`src/inc/lhc_pkg.sv`:
```
/*
 Shared constants and carrier types for the limp home controller.
 Assumes a 10 MHz system clock and mode codes from the chip state machine.
*/
package lhc_pkg;

    // ========================================
    // Clock and timing
    localparam int CLK_HZ = 10_000_000;
    localparam int INIT_TO_MS = 256;
    localparam int UV_TO_MS = 1024;
    localparam int INIT_TO_CYC = INIT_TO_MS * (CLK_HZ / 1000);
    localparam int UV_TO_CYC = UV_TO_MS * (CLK_HZ / 1000);
    // Side indicator frequency in millihertz, duty in percent low
    localparam int SI_FREQ_MHZ = 1250;
    localparam int SI_DUTY_PCT = 50;
    localparam int SI_PERIOD_CYC = (CLK_HZ / SI_FREQ_MHZ) * 1000;
    localparam int SI_LOW_CYC = SI_PERIOD_CYC / 100 * SI_DUTY_PCT;
    localparam int PL_FREQ_HZ = 100;
    localparam int PL_DUTY_PCT = 20;
    localparam int PL_PERIOD_CYC = CLK_HZ / PL_FREQ_HZ;
    localparam int PL_LOW_CYC = PL_PERIOD_CYC / 100 * PL_DUTY_PCT;
    localparam int TW = 24;

    // ========================================
    // Watchdog failure limits
    localparam logic [1:0] WD_LIMIT_DEF = 2'h2;
    localparam logic [1:0] WD_LIMIT_SEL = 2'h1;

    // ========================================
    // Register map
    localparam logic [7:0] ADDR_CMD = 8'h00;
    localparam logic [7:0] ADDR_CFG = 8'h04;
    localparam logic [7:0] ADDR_STAT = 8'h08;
    localparam int CMD_ON_BIT = 0;
    localparam int CMD_OFF_BIT = 1;
    localparam int CFG_WD1_BIT = 0;
    localparam logic CFG_WD1_RST = 1'h0;

    // ========================================
    // Chip mode codes
    localparam logic [2:0] MODE_INIT = 3'h0;
    localparam logic [2:0] MODE_RESTART = 3'h1;
    localparam logic [2:0] MODE_FLASH = 3'h2;
    localparam logic [2:0] MODE_NORMAL = 3'h3;
    localparam logic [2:0] MODE_SLEEP = 3'h4;
    localparam logic [2:0] MODE_STOP = 3'h5;
    localparam logic [2:0] MODE_FAILSAFE = 3'h6;

    // ========================================
    // Carriers
    typedef struct packed {
        logic battery_low_inhibit;
        logic ctrl_supply_low;
        logic battery_above_uv;
        logic test_pin;
        logic cfg_pin;
    } lhc_pins_t;

    typedef struct packed {
        logic wd_fail;
        logic wd_ok;
        logic ro_short_vcc;
        logic ro_short_gnd;
        logic ctrl_supply_tsd;
    } lhc_evt_t;

endpackage

```
`src/rtl/lhc_top.sv`:
```
/*
 Limp home controller: emergency open-drain output, side indicator
 blink, pulsed dim light, test pin latch and supply timeout, with an
 AHB-Lite register slave.
 Assumes mode codes and watchdog events arrive on hclk; comparator and
 pin levels are asynchronous and are synchronised here.
*/
`timescale 1ns/100ps

// Behaviour
// - emergency output is active-low open drain
// - activate on failure or serial command
// - battery low keeps output high impedance
// - side indicator blinks 1.25 Hz while active
// - pulsed light 100 Hz, 20% low
// - shared pin is input during init
// - test pin low all init latches development
// - test pull-up enabled only in init
// - development mode held until power off
// - init forces off, fail-safe forces on
// - normal mode serial command switches on
// - init timeout activates the output
// - watchdog failures in normal activate output
// - restart faults and thermal shutdown activate
// - serial activation released by serial command
// - failure release needs restart, service, command
// - long supply undervoltage flags a timeout
// - supply timeout requests fail-safe and activation
// - failure limit two, or one by setting
// - configuration pin sampled only during init
module lhc_top #(
    parameter int INIT_TO_CYC = lhc_pkg::INIT_TO_CYC,
    parameter int UV_TO_CYC = lhc_pkg::UV_TO_CYC,
    parameter int SI_PERIOD_CYC = lhc_pkg::SI_PERIOD_CYC,
    parameter int SI_LOW_CYC = lhc_pkg::SI_LOW_CYC,
    parameter int PL_PERIOD_CYC = lhc_pkg::PL_PERIOD_CYC,
    parameter int PL_LOW_CYC = lhc_pkg::PL_LOW_CYC
)(
    input wire logic hclk,
    input wire logic hresetn,
    input wire logic ce,
    input wire logic hsel,
    input wire logic [31:0] haddr,
    input wire logic [1:0] htrans,
    input wire logic hwrite,
    input wire logic [2:0] hsize,
    input wire logic [31:0] hwdata,
    input wire logic hready,
    output logic [31:0] hrdata,
    output logic hreadyout,
    output logic hresp,
    input wire logic [2:0] sbc_mode,
    input wire lhc_pkg::lhc_evt_t evt,
    input wire lhc_pkg::lhc_pins_t pins,
    output logic emergency_out_n,
    output logic emergency_oe_n,
    output logic side_indicator_out,
    output logic side_indicator_oe_n,
    output logic pulsed_light_out,
    output logic pulsed_light_oe_n,
    output logic test_pullup_en,
    output logic failsafe_req,
    output logic swdev_mode
);

    localparam int TW = lhc_pkg::TW;

    typedef enum logic [1:0] {ST_OFF, ST_SPI, ST_FAIL, ST_ARMED} lhc_st_t;

    lhc_st_t state;
    lhc_st_t next_state;
    lhc_pkg::lhc_pins_t pins_m;
    lhc_pkg::lhc_pins_t pins_s;
    logic wr_pend;
    logic [7:0] wr_addr;
    logic wd_single;
    logic cmd_on_p;
    logic cmd_off_p;
    logic [TW-1:0] init_cnt;
    logic [TW-1:0] uv_cnt;
    logic [TW-1:0] si_cnt;
    logic [TW-1:0] pl_cnt;
    logic init_expired;
    logic uv_to;
    logic cfg_grp12;
    logic test_hi;
    logic sw_done;
    logic in_init_q;
    logic [1:0] wd_cnt;
    logic [1:0] wd_limit;
    logic wd_hit;
    logic restart_seen;
    logic fail_any;
    logic drive;
    logic batt_low;
    logic m_init;
    logic m_normal;

    // ========================================
    // Register read decode
    function automatic logic [31:0] reg_read(input logic [7:0] a);
        logic [31:0] d;
        d = 32'h0000_0000;
        if (a == lhc_pkg::ADDR_CFG)
        begin
            d[lhc_pkg::CFG_WD1_BIT] = wd_single;
        end
        else if (a == lhc_pkg::ADDR_STAT)
        begin
            d[0] = drive;
            d[1] = (state == ST_SPI);
            d[2] = (state == ST_FAIL) || (state == ST_ARMED);
            d[3] = (state == ST_ARMED);
            d[4] = swdev_mode;
            d[5] = uv_to;
            d[6] = cfg_grp12;
            d[7] = restart_seen;
            d[9:8] = wd_cnt;
        end
        return d;
    endfunction

    // ========================================
    // AHB-Lite slave: zero wait states, always OKAY
    assign hreadyout = 1'b1;
    assign hresp = 1'b0;

    // Capture the address phase; upper address bits must be zero
    always_ff @(posedge hclk or negedge hresetn)
    begin
        if (!hresetn)
        begin
            wr_pend <= 1'b0;
            wr_addr <= 8'h00;
            hrdata <= 32'h0000_0000;
        end
        else if (ce)
        begin
            wr_pend <= hsel && hready && htrans[1] && hwrite
                && (haddr[31:8] == 24'h00_0000);
            wr_addr <= haddr[7:0];
            if (hsel && hready && htrans[1] && !hwrite
                && (haddr[31:8] == 24'h00_0000))
            begin
                hrdata <= reg_read(haddr[7:0]);
            end
            else
            begin
                hrdata <= 32'h0000_0000;
            end
        end
    end

    // Command strobes live in the write data phase only
    assign cmd_on_p = wr_pend && (wr_addr == lhc_pkg::ADDR_CMD)
        && hwdata[lhc_pkg::CMD_ON_BIT];
    assign cmd_off_p = wr_pend && (wr_addr == lhc_pkg::ADDR_CMD)
        && hwdata[lhc_pkg::CMD_OFF_BIT];

    // Watchdog limit selection
    always_ff @(posedge hclk or negedge hresetn)
    begin
        if (!hresetn)
        begin
            wd_single <= lhc_pkg::CFG_WD1_RST;
        end
        else if (ce && wr_pend && (wr_addr == lhc_pkg::ADDR_CFG))
        begin
            wd_single <= hwdata[lhc_pkg::CFG_WD1_BIT];
        end
    end

    // ========================================
    // Pin and comparator synchronisers
    always_ff @(posedge hclk or negedge hresetn)
    begin
        if (!hresetn)
        begin
            pins_m <= '0;
            pins_s <= '0;
        end
        else if (ce)
        begin
            pins_m <= pins;
            pins_s <= pins_m;
        end
    end

    assign batt_low = pins_s.battery_low_inhibit;
    assign m_init = (sbc_mode == lhc_pkg::MODE_INIT);
    assign m_normal = (sbc_mode == lhc_pkg::MODE_NORMAL);

    // ========================================
    // Init timeout: saturates so it stays expired until init ends
    always_ff @(posedge hclk or negedge hresetn)
    begin
        if (!hresetn)
        begin
            init_cnt <= '0;
        end
        else if (ce)
        begin
            if (!m_init)
            begin
                init_cnt <= '0;
            end
            else if (!init_expired)
            begin
                init_cnt <= init_cnt + 1'b1;
            end
        end
    end

    assign init_expired = (init_cnt == TW'(INIT_TO_CYC));

    // Supply undervoltage timer, restarts on any break in the condition
    always_ff @(posedge hclk or negedge hresetn)
    begin
        if (!hresetn)
        begin
            uv_cnt <= '0;
        end
        else if (ce)
        begin
            if (!(pins_s.ctrl_supply_low && pins_s.battery_above_uv))
            begin
                uv_cnt <= '0;
            end
            else if (!uv_to)
            begin
                uv_cnt <= uv_cnt + 1'b1;
            end
        end
    end

    assign uv_to = (uv_cnt == TW'(UV_TO_CYC));

    // Fail-safe request follows the timeout, suppressed by low battery
    always_ff @(posedge hclk or negedge hresetn)
    begin
        if (!hresetn)
        begin
            failsafe_req <= 1'b0;
        end
        else if (ce)
        begin
            failsafe_req <= uv_to && !batt_low;
        end
    end

    // ========================================
    // Configuration and test pin latch during init
    always_ff @(posedge hclk or negedge hresetn)
    begin
        if (!hresetn)
        begin
            cfg_grp12 <= 1'b0;
            test_hi <= 1'b0;
            sw_done <= 1'b0;
            swdev_mode <= 1'b0;
            in_init_q <= 1'b0;
        end
        else if (ce)
        begin
            in_init_q <= m_init;
            if (m_init)
            begin
                cfg_grp12 <= pins_s.cfg_pin;
                test_hi <= test_hi || pins_s.test_pin;
            end
            // Decided once on the first exit; only power-on reset clears it
            if (in_init_q && !m_init && !sw_done)
            begin
                swdev_mode <= !test_hi;
                sw_done <= 1'b1;
            end
        end
    end

    // Pull-up only in init, so an open pin reads high there
    always_ff @(posedge hclk or negedge hresetn)
    begin
        if (!hresetn)
        begin
            test_pullup_en <= 1'b0;
        end
        else if (ce)
        begin
            test_pullup_en <= m_init;
        end
    end

    // ========================================
    // Watchdog failure counting in normal mode
    assign wd_limit = (wd_single || cfg_grp12) ? lhc_pkg::WD_LIMIT_SEL
        : lhc_pkg::WD_LIMIT_DEF;
    assign wd_hit = m_normal && evt.wd_fail
        && ((wd_cnt + 2'h1) >= wd_limit);

    always_ff @(posedge hclk or negedge hresetn)
    begin
        if (!hresetn)
        begin
            wd_cnt <= 2'h0;
        end
        else if (ce)
        begin
            if (!m_normal || evt.wd_ok)
            begin
                wd_cnt <= 2'h0;
            end
            else if (evt.wd_fail && (wd_cnt != 2'h3))
            begin
                wd_cnt <= wd_cnt + 2'h1;
            end
        end
    end

    // Restart must be passed before a failure activation can be released
    always_ff @(posedge hclk or negedge hresetn)
    begin
        if (!hresetn)
        begin
            restart_seen <= 1'b0;
        end
        else if (ce)
        begin
            if (state == ST_OFF || state == ST_SPI)
            begin
                restart_seen <= 1'b0;
            end
            else if (sbc_mode == lhc_pkg::MODE_RESTART)
            begin
                restart_seen <= 1'b1;
            end
        end
    end

    // ========================================
    // Activation causes
    always_comb
    begin
        fail_any = (m_init && init_expired)
            || wd_hit
            || ((sbc_mode == lhc_pkg::MODE_RESTART)
                && (evt.ro_short_vcc || evt.ro_short_gnd))
            || ((sbc_mode == lhc_pkg::MODE_RESTART) && uv_to)
            || uv_to
            || evt.ctrl_supply_tsd
            || (sbc_mode == lhc_pkg::MODE_FAILSAFE);
    end

    // Next state; stop, sleep, restart and flash change it only through activation causes
    always_comb
    begin
        next_state = state;
        unique case (state)
            ST_OFF:
            begin
                if (batt_low)
                begin
                    next_state = ST_OFF;
                end
                else if (fail_any)
                begin
                    next_state = ST_FAIL;
                end
                else if (m_normal && cmd_on_p)
                begin
                    next_state = ST_SPI;
                end
            end
            ST_SPI:
            begin
                if (fail_any)
                begin
                    next_state = ST_FAIL;
                end
                else if (m_normal && cmd_off_p)
                begin
                    next_state = ST_OFF;
                end
            end
            ST_FAIL:
            begin
                if (m_normal && restart_seen && evt.wd_ok && !fail_any)
                begin
                    next_state = ST_ARMED;
                end
            end
            ST_ARMED:
            begin
                if (fail_any)
                begin
                    next_state = ST_FAIL;
                end
                else if (m_normal && cmd_off_p)
                begin
                    next_state = ST_OFF;
                end
            end
        endcase
        // Init holds the output off until its own timeout fires
        if (m_init && !init_expired)
        begin
            next_state = ST_OFF;
        end
    end

    always_ff @(posedge hclk or negedge hresetn)
    begin
        if (!hresetn)
        begin
            state <= ST_OFF;
        end
        else if (ce)
        begin
            state <= next_state;
        end
    end

    // ========================================
    // Pulse timers; they restart on activation so each blink is whole
    assign drive = (state != ST_OFF) && !batt_low;

    always_ff @(posedge hclk or negedge hresetn)
    begin
        if (!hresetn)
        begin
            si_cnt <= '0;
            pl_cnt <= '0;
        end
        else if (ce)
        begin
            if (!drive || (si_cnt == TW'(SI_PERIOD_CYC - 1)))
            begin
                si_cnt <= '0;
            end
            else
            begin
                si_cnt <= si_cnt + 1'b1;
            end
            if (!drive || (pl_cnt == TW'(PL_PERIOD_CYC - 1)))
            begin
                pl_cnt <= '0;
            end
            else
            begin
                pl_cnt <= pl_cnt + 1'b1;
            end
        end
    end

    // ========================================
    // Open-drain stages: data is always low, enable low pulls the pin
    assign emergency_out_n = 1'b0;
    assign side_indicator_out = 1'b0;
    assign pulsed_light_out = 1'b0;

    always_ff @(posedge hclk or negedge hresetn)
    begin
        if (!hresetn)
        begin
            emergency_oe_n <= 1'b1;
            side_indicator_oe_n <= 1'b1;
            pulsed_light_oe_n <= 1'b1;
        end
        else if (ce)
        begin
            emergency_oe_n <= !drive;
            side_indicator_oe_n <= !(drive
                && (si_cnt < TW'(SI_LOW_CYC)));
            // Never driven in init, or the test pin would read low
            pulsed_light_oe_n <= !(drive && !m_init
                && (pl_cnt < TW'(PL_LOW_CYC)));
        end
    end
endmodule

```
`config.mk`:
```
export PLATFORM = sky130hd
export DESIGN_NAME = lhc_top
export DESIGN_NICKNAME = d
export VERILOG_FILES = /design/src/inc/lhc_pkg.sv /design/src/rtl/lhc_top.sv
export SDC_FILE = /design/constraint.sdc
export NUM_CORES = 1
export LEC_CHECK = 0
export ABC_AREA = 1
export BUFFER_PORTS_ARGS = -buffer_cell sky130_fd_sc_hd__buf_2
export CAP_MARGIN = 15
export CORE_MARGIN = 3
export CORE_UTILIZATION = 57
export DETAILED_ROUTE_END_ITERATION = 16
export GPL_TIMING_DRIVEN = 0
export PLACE_DENSITY = 0.8
export SYNTH_ARGS = -nofsm -noshare
export SYNTH_HDL_FRONTEND = slang
export SYNTH_SLANG_ARGS = --single-unit
```
`constraint.sdc`:
```
create_clock -name hclk -period 2.4 [get_ports hclk]
set_input_delay 0 -clock hclk [delete_from_list [all_inputs] [get_ports hclk]]
set_output_delay 0 -clock hclk [all_outputs]
set_load 0.03 [all_outputs]
```
==> flow_summary.yaml <==
routing:
  wl_met1_um: 8870
  drc: 0
  wirelength_um: 20200
  wl_met3_um: 1160
  antenna_left: 0
  vias_per_cell: 5.45
  wl_met2_um: 9880
  firstDrtPassIters: 6
  vias: 7711
  first_iter_violations: 720
  top_layer_used: "met4"
  wl_per_cell_um: 14.3
clock_tree:
  postCtsSetupRepairBufs: 0
  cts_buffer_depth: 2
  clk_pin_slew_ns: 0.06
  clock_sinks: 140
  clock_latency_ns: 0.43
  cts_tree: "done"
  root_buffer: "clkbuf_16"
  cts_max_level: 4
  cts_made_buffers: 17
sta:
  tightestPinTransition_ns: 0.581
  setup_viol: 0
  finalHoldViolCount: 0
  rsz0062_at_grt: "false"
  period_needed_ns: 2.14
  skew_ns: 0.00582
  slew_viol_final: 0
  slew_headroom_pct: 61.1
  finalCritPeriodShare_pct: 89.4
  setup_ws_ns: 0.255
  fmax_mhz: 466
grt:
  grtUsageTotal_pct: 26.3
  grt_max_degree: 98
  antenna_found_initial: 0
  grt_pass1_wl_um: 33800
  grt_overflow_total: 0
  grt_pass1_vias: 7130
flow_run:
  maxCapViolCount: 0
worst_setup_path:
  crit_arrival_ns: 2.51
  crit_path_end_kind: "flop"
  cp_common_cell: "nand2_1"
  crit_chain: "ha_1 > ha_1 > o21ai_0 > nand2_1 > nand2_1 > nand2_1 > nor2_2 > nand3_1 > nor2_1 > nor2_2 > nand2_1 > nand2_1 > nand2_1"
  crit_path_max_fanout: 4
  crit_type: "flop to flop"
  startpoint_type: "flop"
  cp_slowest_cell: "dfrtp_1"
  critPathMaxStageDelay_ns: 0.41
  cp_data_required_time_ns: 2.76
power:
  power_leakage_nw: 4.65
  power_mw: 6.16
  ir_worst_vdd_v: 0.000446
  pwr_density_cell_nw_per_um2: 639
synthesis:
  async_reset_ff_share_pct: 100
  ys.flop_type: "dfrtp_1"
  ys_warn_count: 0
  synth_cells: 1090
  synth_edf_count: 0
  avgSynthCellArea_um2: 7.48
  seq_area_frac_synth_pct: 43.0
  netlist_area_um2: 8150
  synth_cell_types: 55
  ys_seq_elements: 140
floorplan:
  core_area_um2: 13900
  die_x_um: 126
  die_h_um: 126
  boundaryPins: 131
  dieArea_um2: 15800
  start_util_pct: 58.5
  row_count: 43
place:
  dpl_worst_slack_ns: 0.242
  port-buffer-count: 69
  placed_area_um2: 8850
  hpwl_um: 14400
  routabilityCongestion: 0.923
worst_hold_path:
  min_path_type: "input pin to flop"
finish:
  n_antenna_cell: 0
  final_nets: 1319
  mostFrequentLayoutCells: "nand2_1, nor2_1, dfrtp_1"
  layout.cells.most_common: "nand2_1"
  drive_gt1_share_pct: 15.4
  area_growth_pct: 18.3
  fin_area_um2: 9640
run_status:
  status: "finished, final reports clean"
-- cell usage after synthesis, drive strengths merged (4+ instances only) --
master   count  share of area, %
nand2      269                13
nor2       166               8.1
dfrtp      137                42
inv        134               6.2
nand3       58               3.8
nor3        48               3.3
nand4       47               4.0
o21ai       45               2.8
buf         39               3.4
a21oi       37               2.3
xor2        23               2.5
nor4        13               1.1
o31ai       12               1.1
ha           9               1.4
clkbuf       6              0.28
a31oi        5              0.38
or2          5              0.38
a2bb2oi      4              0.43
-- path summary, 6_finish.rpt --
check                       startpoint                end  slack, ns  depth (start not counted)
min in group asynchronous      hresetn         uv_cnt[18]       0.07                          2
max in group asynchronous      hresetn  pulsed_light_oe_n       1.52                          3
setup / recovery             wd_cnt[0]           state[0]       0.26                         13
setup reg to reg             wd_cnt[0]           state[0]       0.26                         13
hold / removal             sbc_mode[0]       restart_seen       0.04                          4
hold reg to reg                test_hi            test_hi       0.46                          1
-- timing repair --
item	4_1_cts	5_1_grt
setup endpoints to repair	0	2
hold endpoints to repair	162	0
hold buffers	18	0
gates resized for setup	0	1
-- metrics by stage --
stage | std cells | TNS (ns) | util, % | hold WS, ns
final | 1415 | 0 | 69.2 | 0.0395
after global routing | 1415 | 0 | 69.2 | 0.0498
after CTS | 1415 | 0 | 69.2 | 0.0262
after detailed placement | 1365 | 0 | 63.5 | -0.0495
after global placement | 1364 | -81.35 | 63.2 | 0.208
after floorplan | 1115 | 0 | - | -0.296
-- where the power goes --
group	total [mW]	switching (mW)	internal, mW
clock	2.71	1.01	1.71
combinational	0.849	0.574	0.275
sequential	2.60	0.108	2.49
total	6.16	1.69	4.48
-- worst max-delay path, delay by kind of cell, from the launching register on --
kind | cells | cell delay, ns
AO/OA/AOI/OAI | 1 | 0.09
adder cells (fa/ha/maj) | 2 | 0.64
flip-flops | 1 | 0.41
AND/OR/NAND/NOR | 10 | 0.95
-- flip-flops by register name, summed over array words and instances, names as in the netlist, 2 cells and up --
name      cells
init_cnt     24
pl_cnt       24
si_cnt       24
uv_cnt       24
hrdata       10
wr_addr       8
pins_m        5
pins_s        4
state         2
wd_cnt        2
-- final cells by class --
type / count / area (um2)
buffer: 45 / 302
clock buffer: 21 / 470
clock inverter: 11 / 141
fill: 1113 / 4290
inverter: 136 / 513
multi-input combinational: 794 / 3920
sequential: 140 / 3510
tap: 180 / 225
timing repair buffer: 88 / 559
-- per-layer routing --
metal  track usage (%)  vias to the layer above
met5                 0                        -
met4              8.29                        0
met3              4.36                       33
met2              43.5                      300
met1              35.7                     3609
li1                  -                     3769
-- cell families after synthesis --
family / synth area share (%)
adders and majority gates: 1.38
buffers and inverters: 10.0
other: 0.0922
AOI/OAI and AO/OA: 8.28
DFF: 43.0
xor gates and xnor gates: 2.79
and+or+nand+nor: 34.4
(Power assumes the default switching activity.)
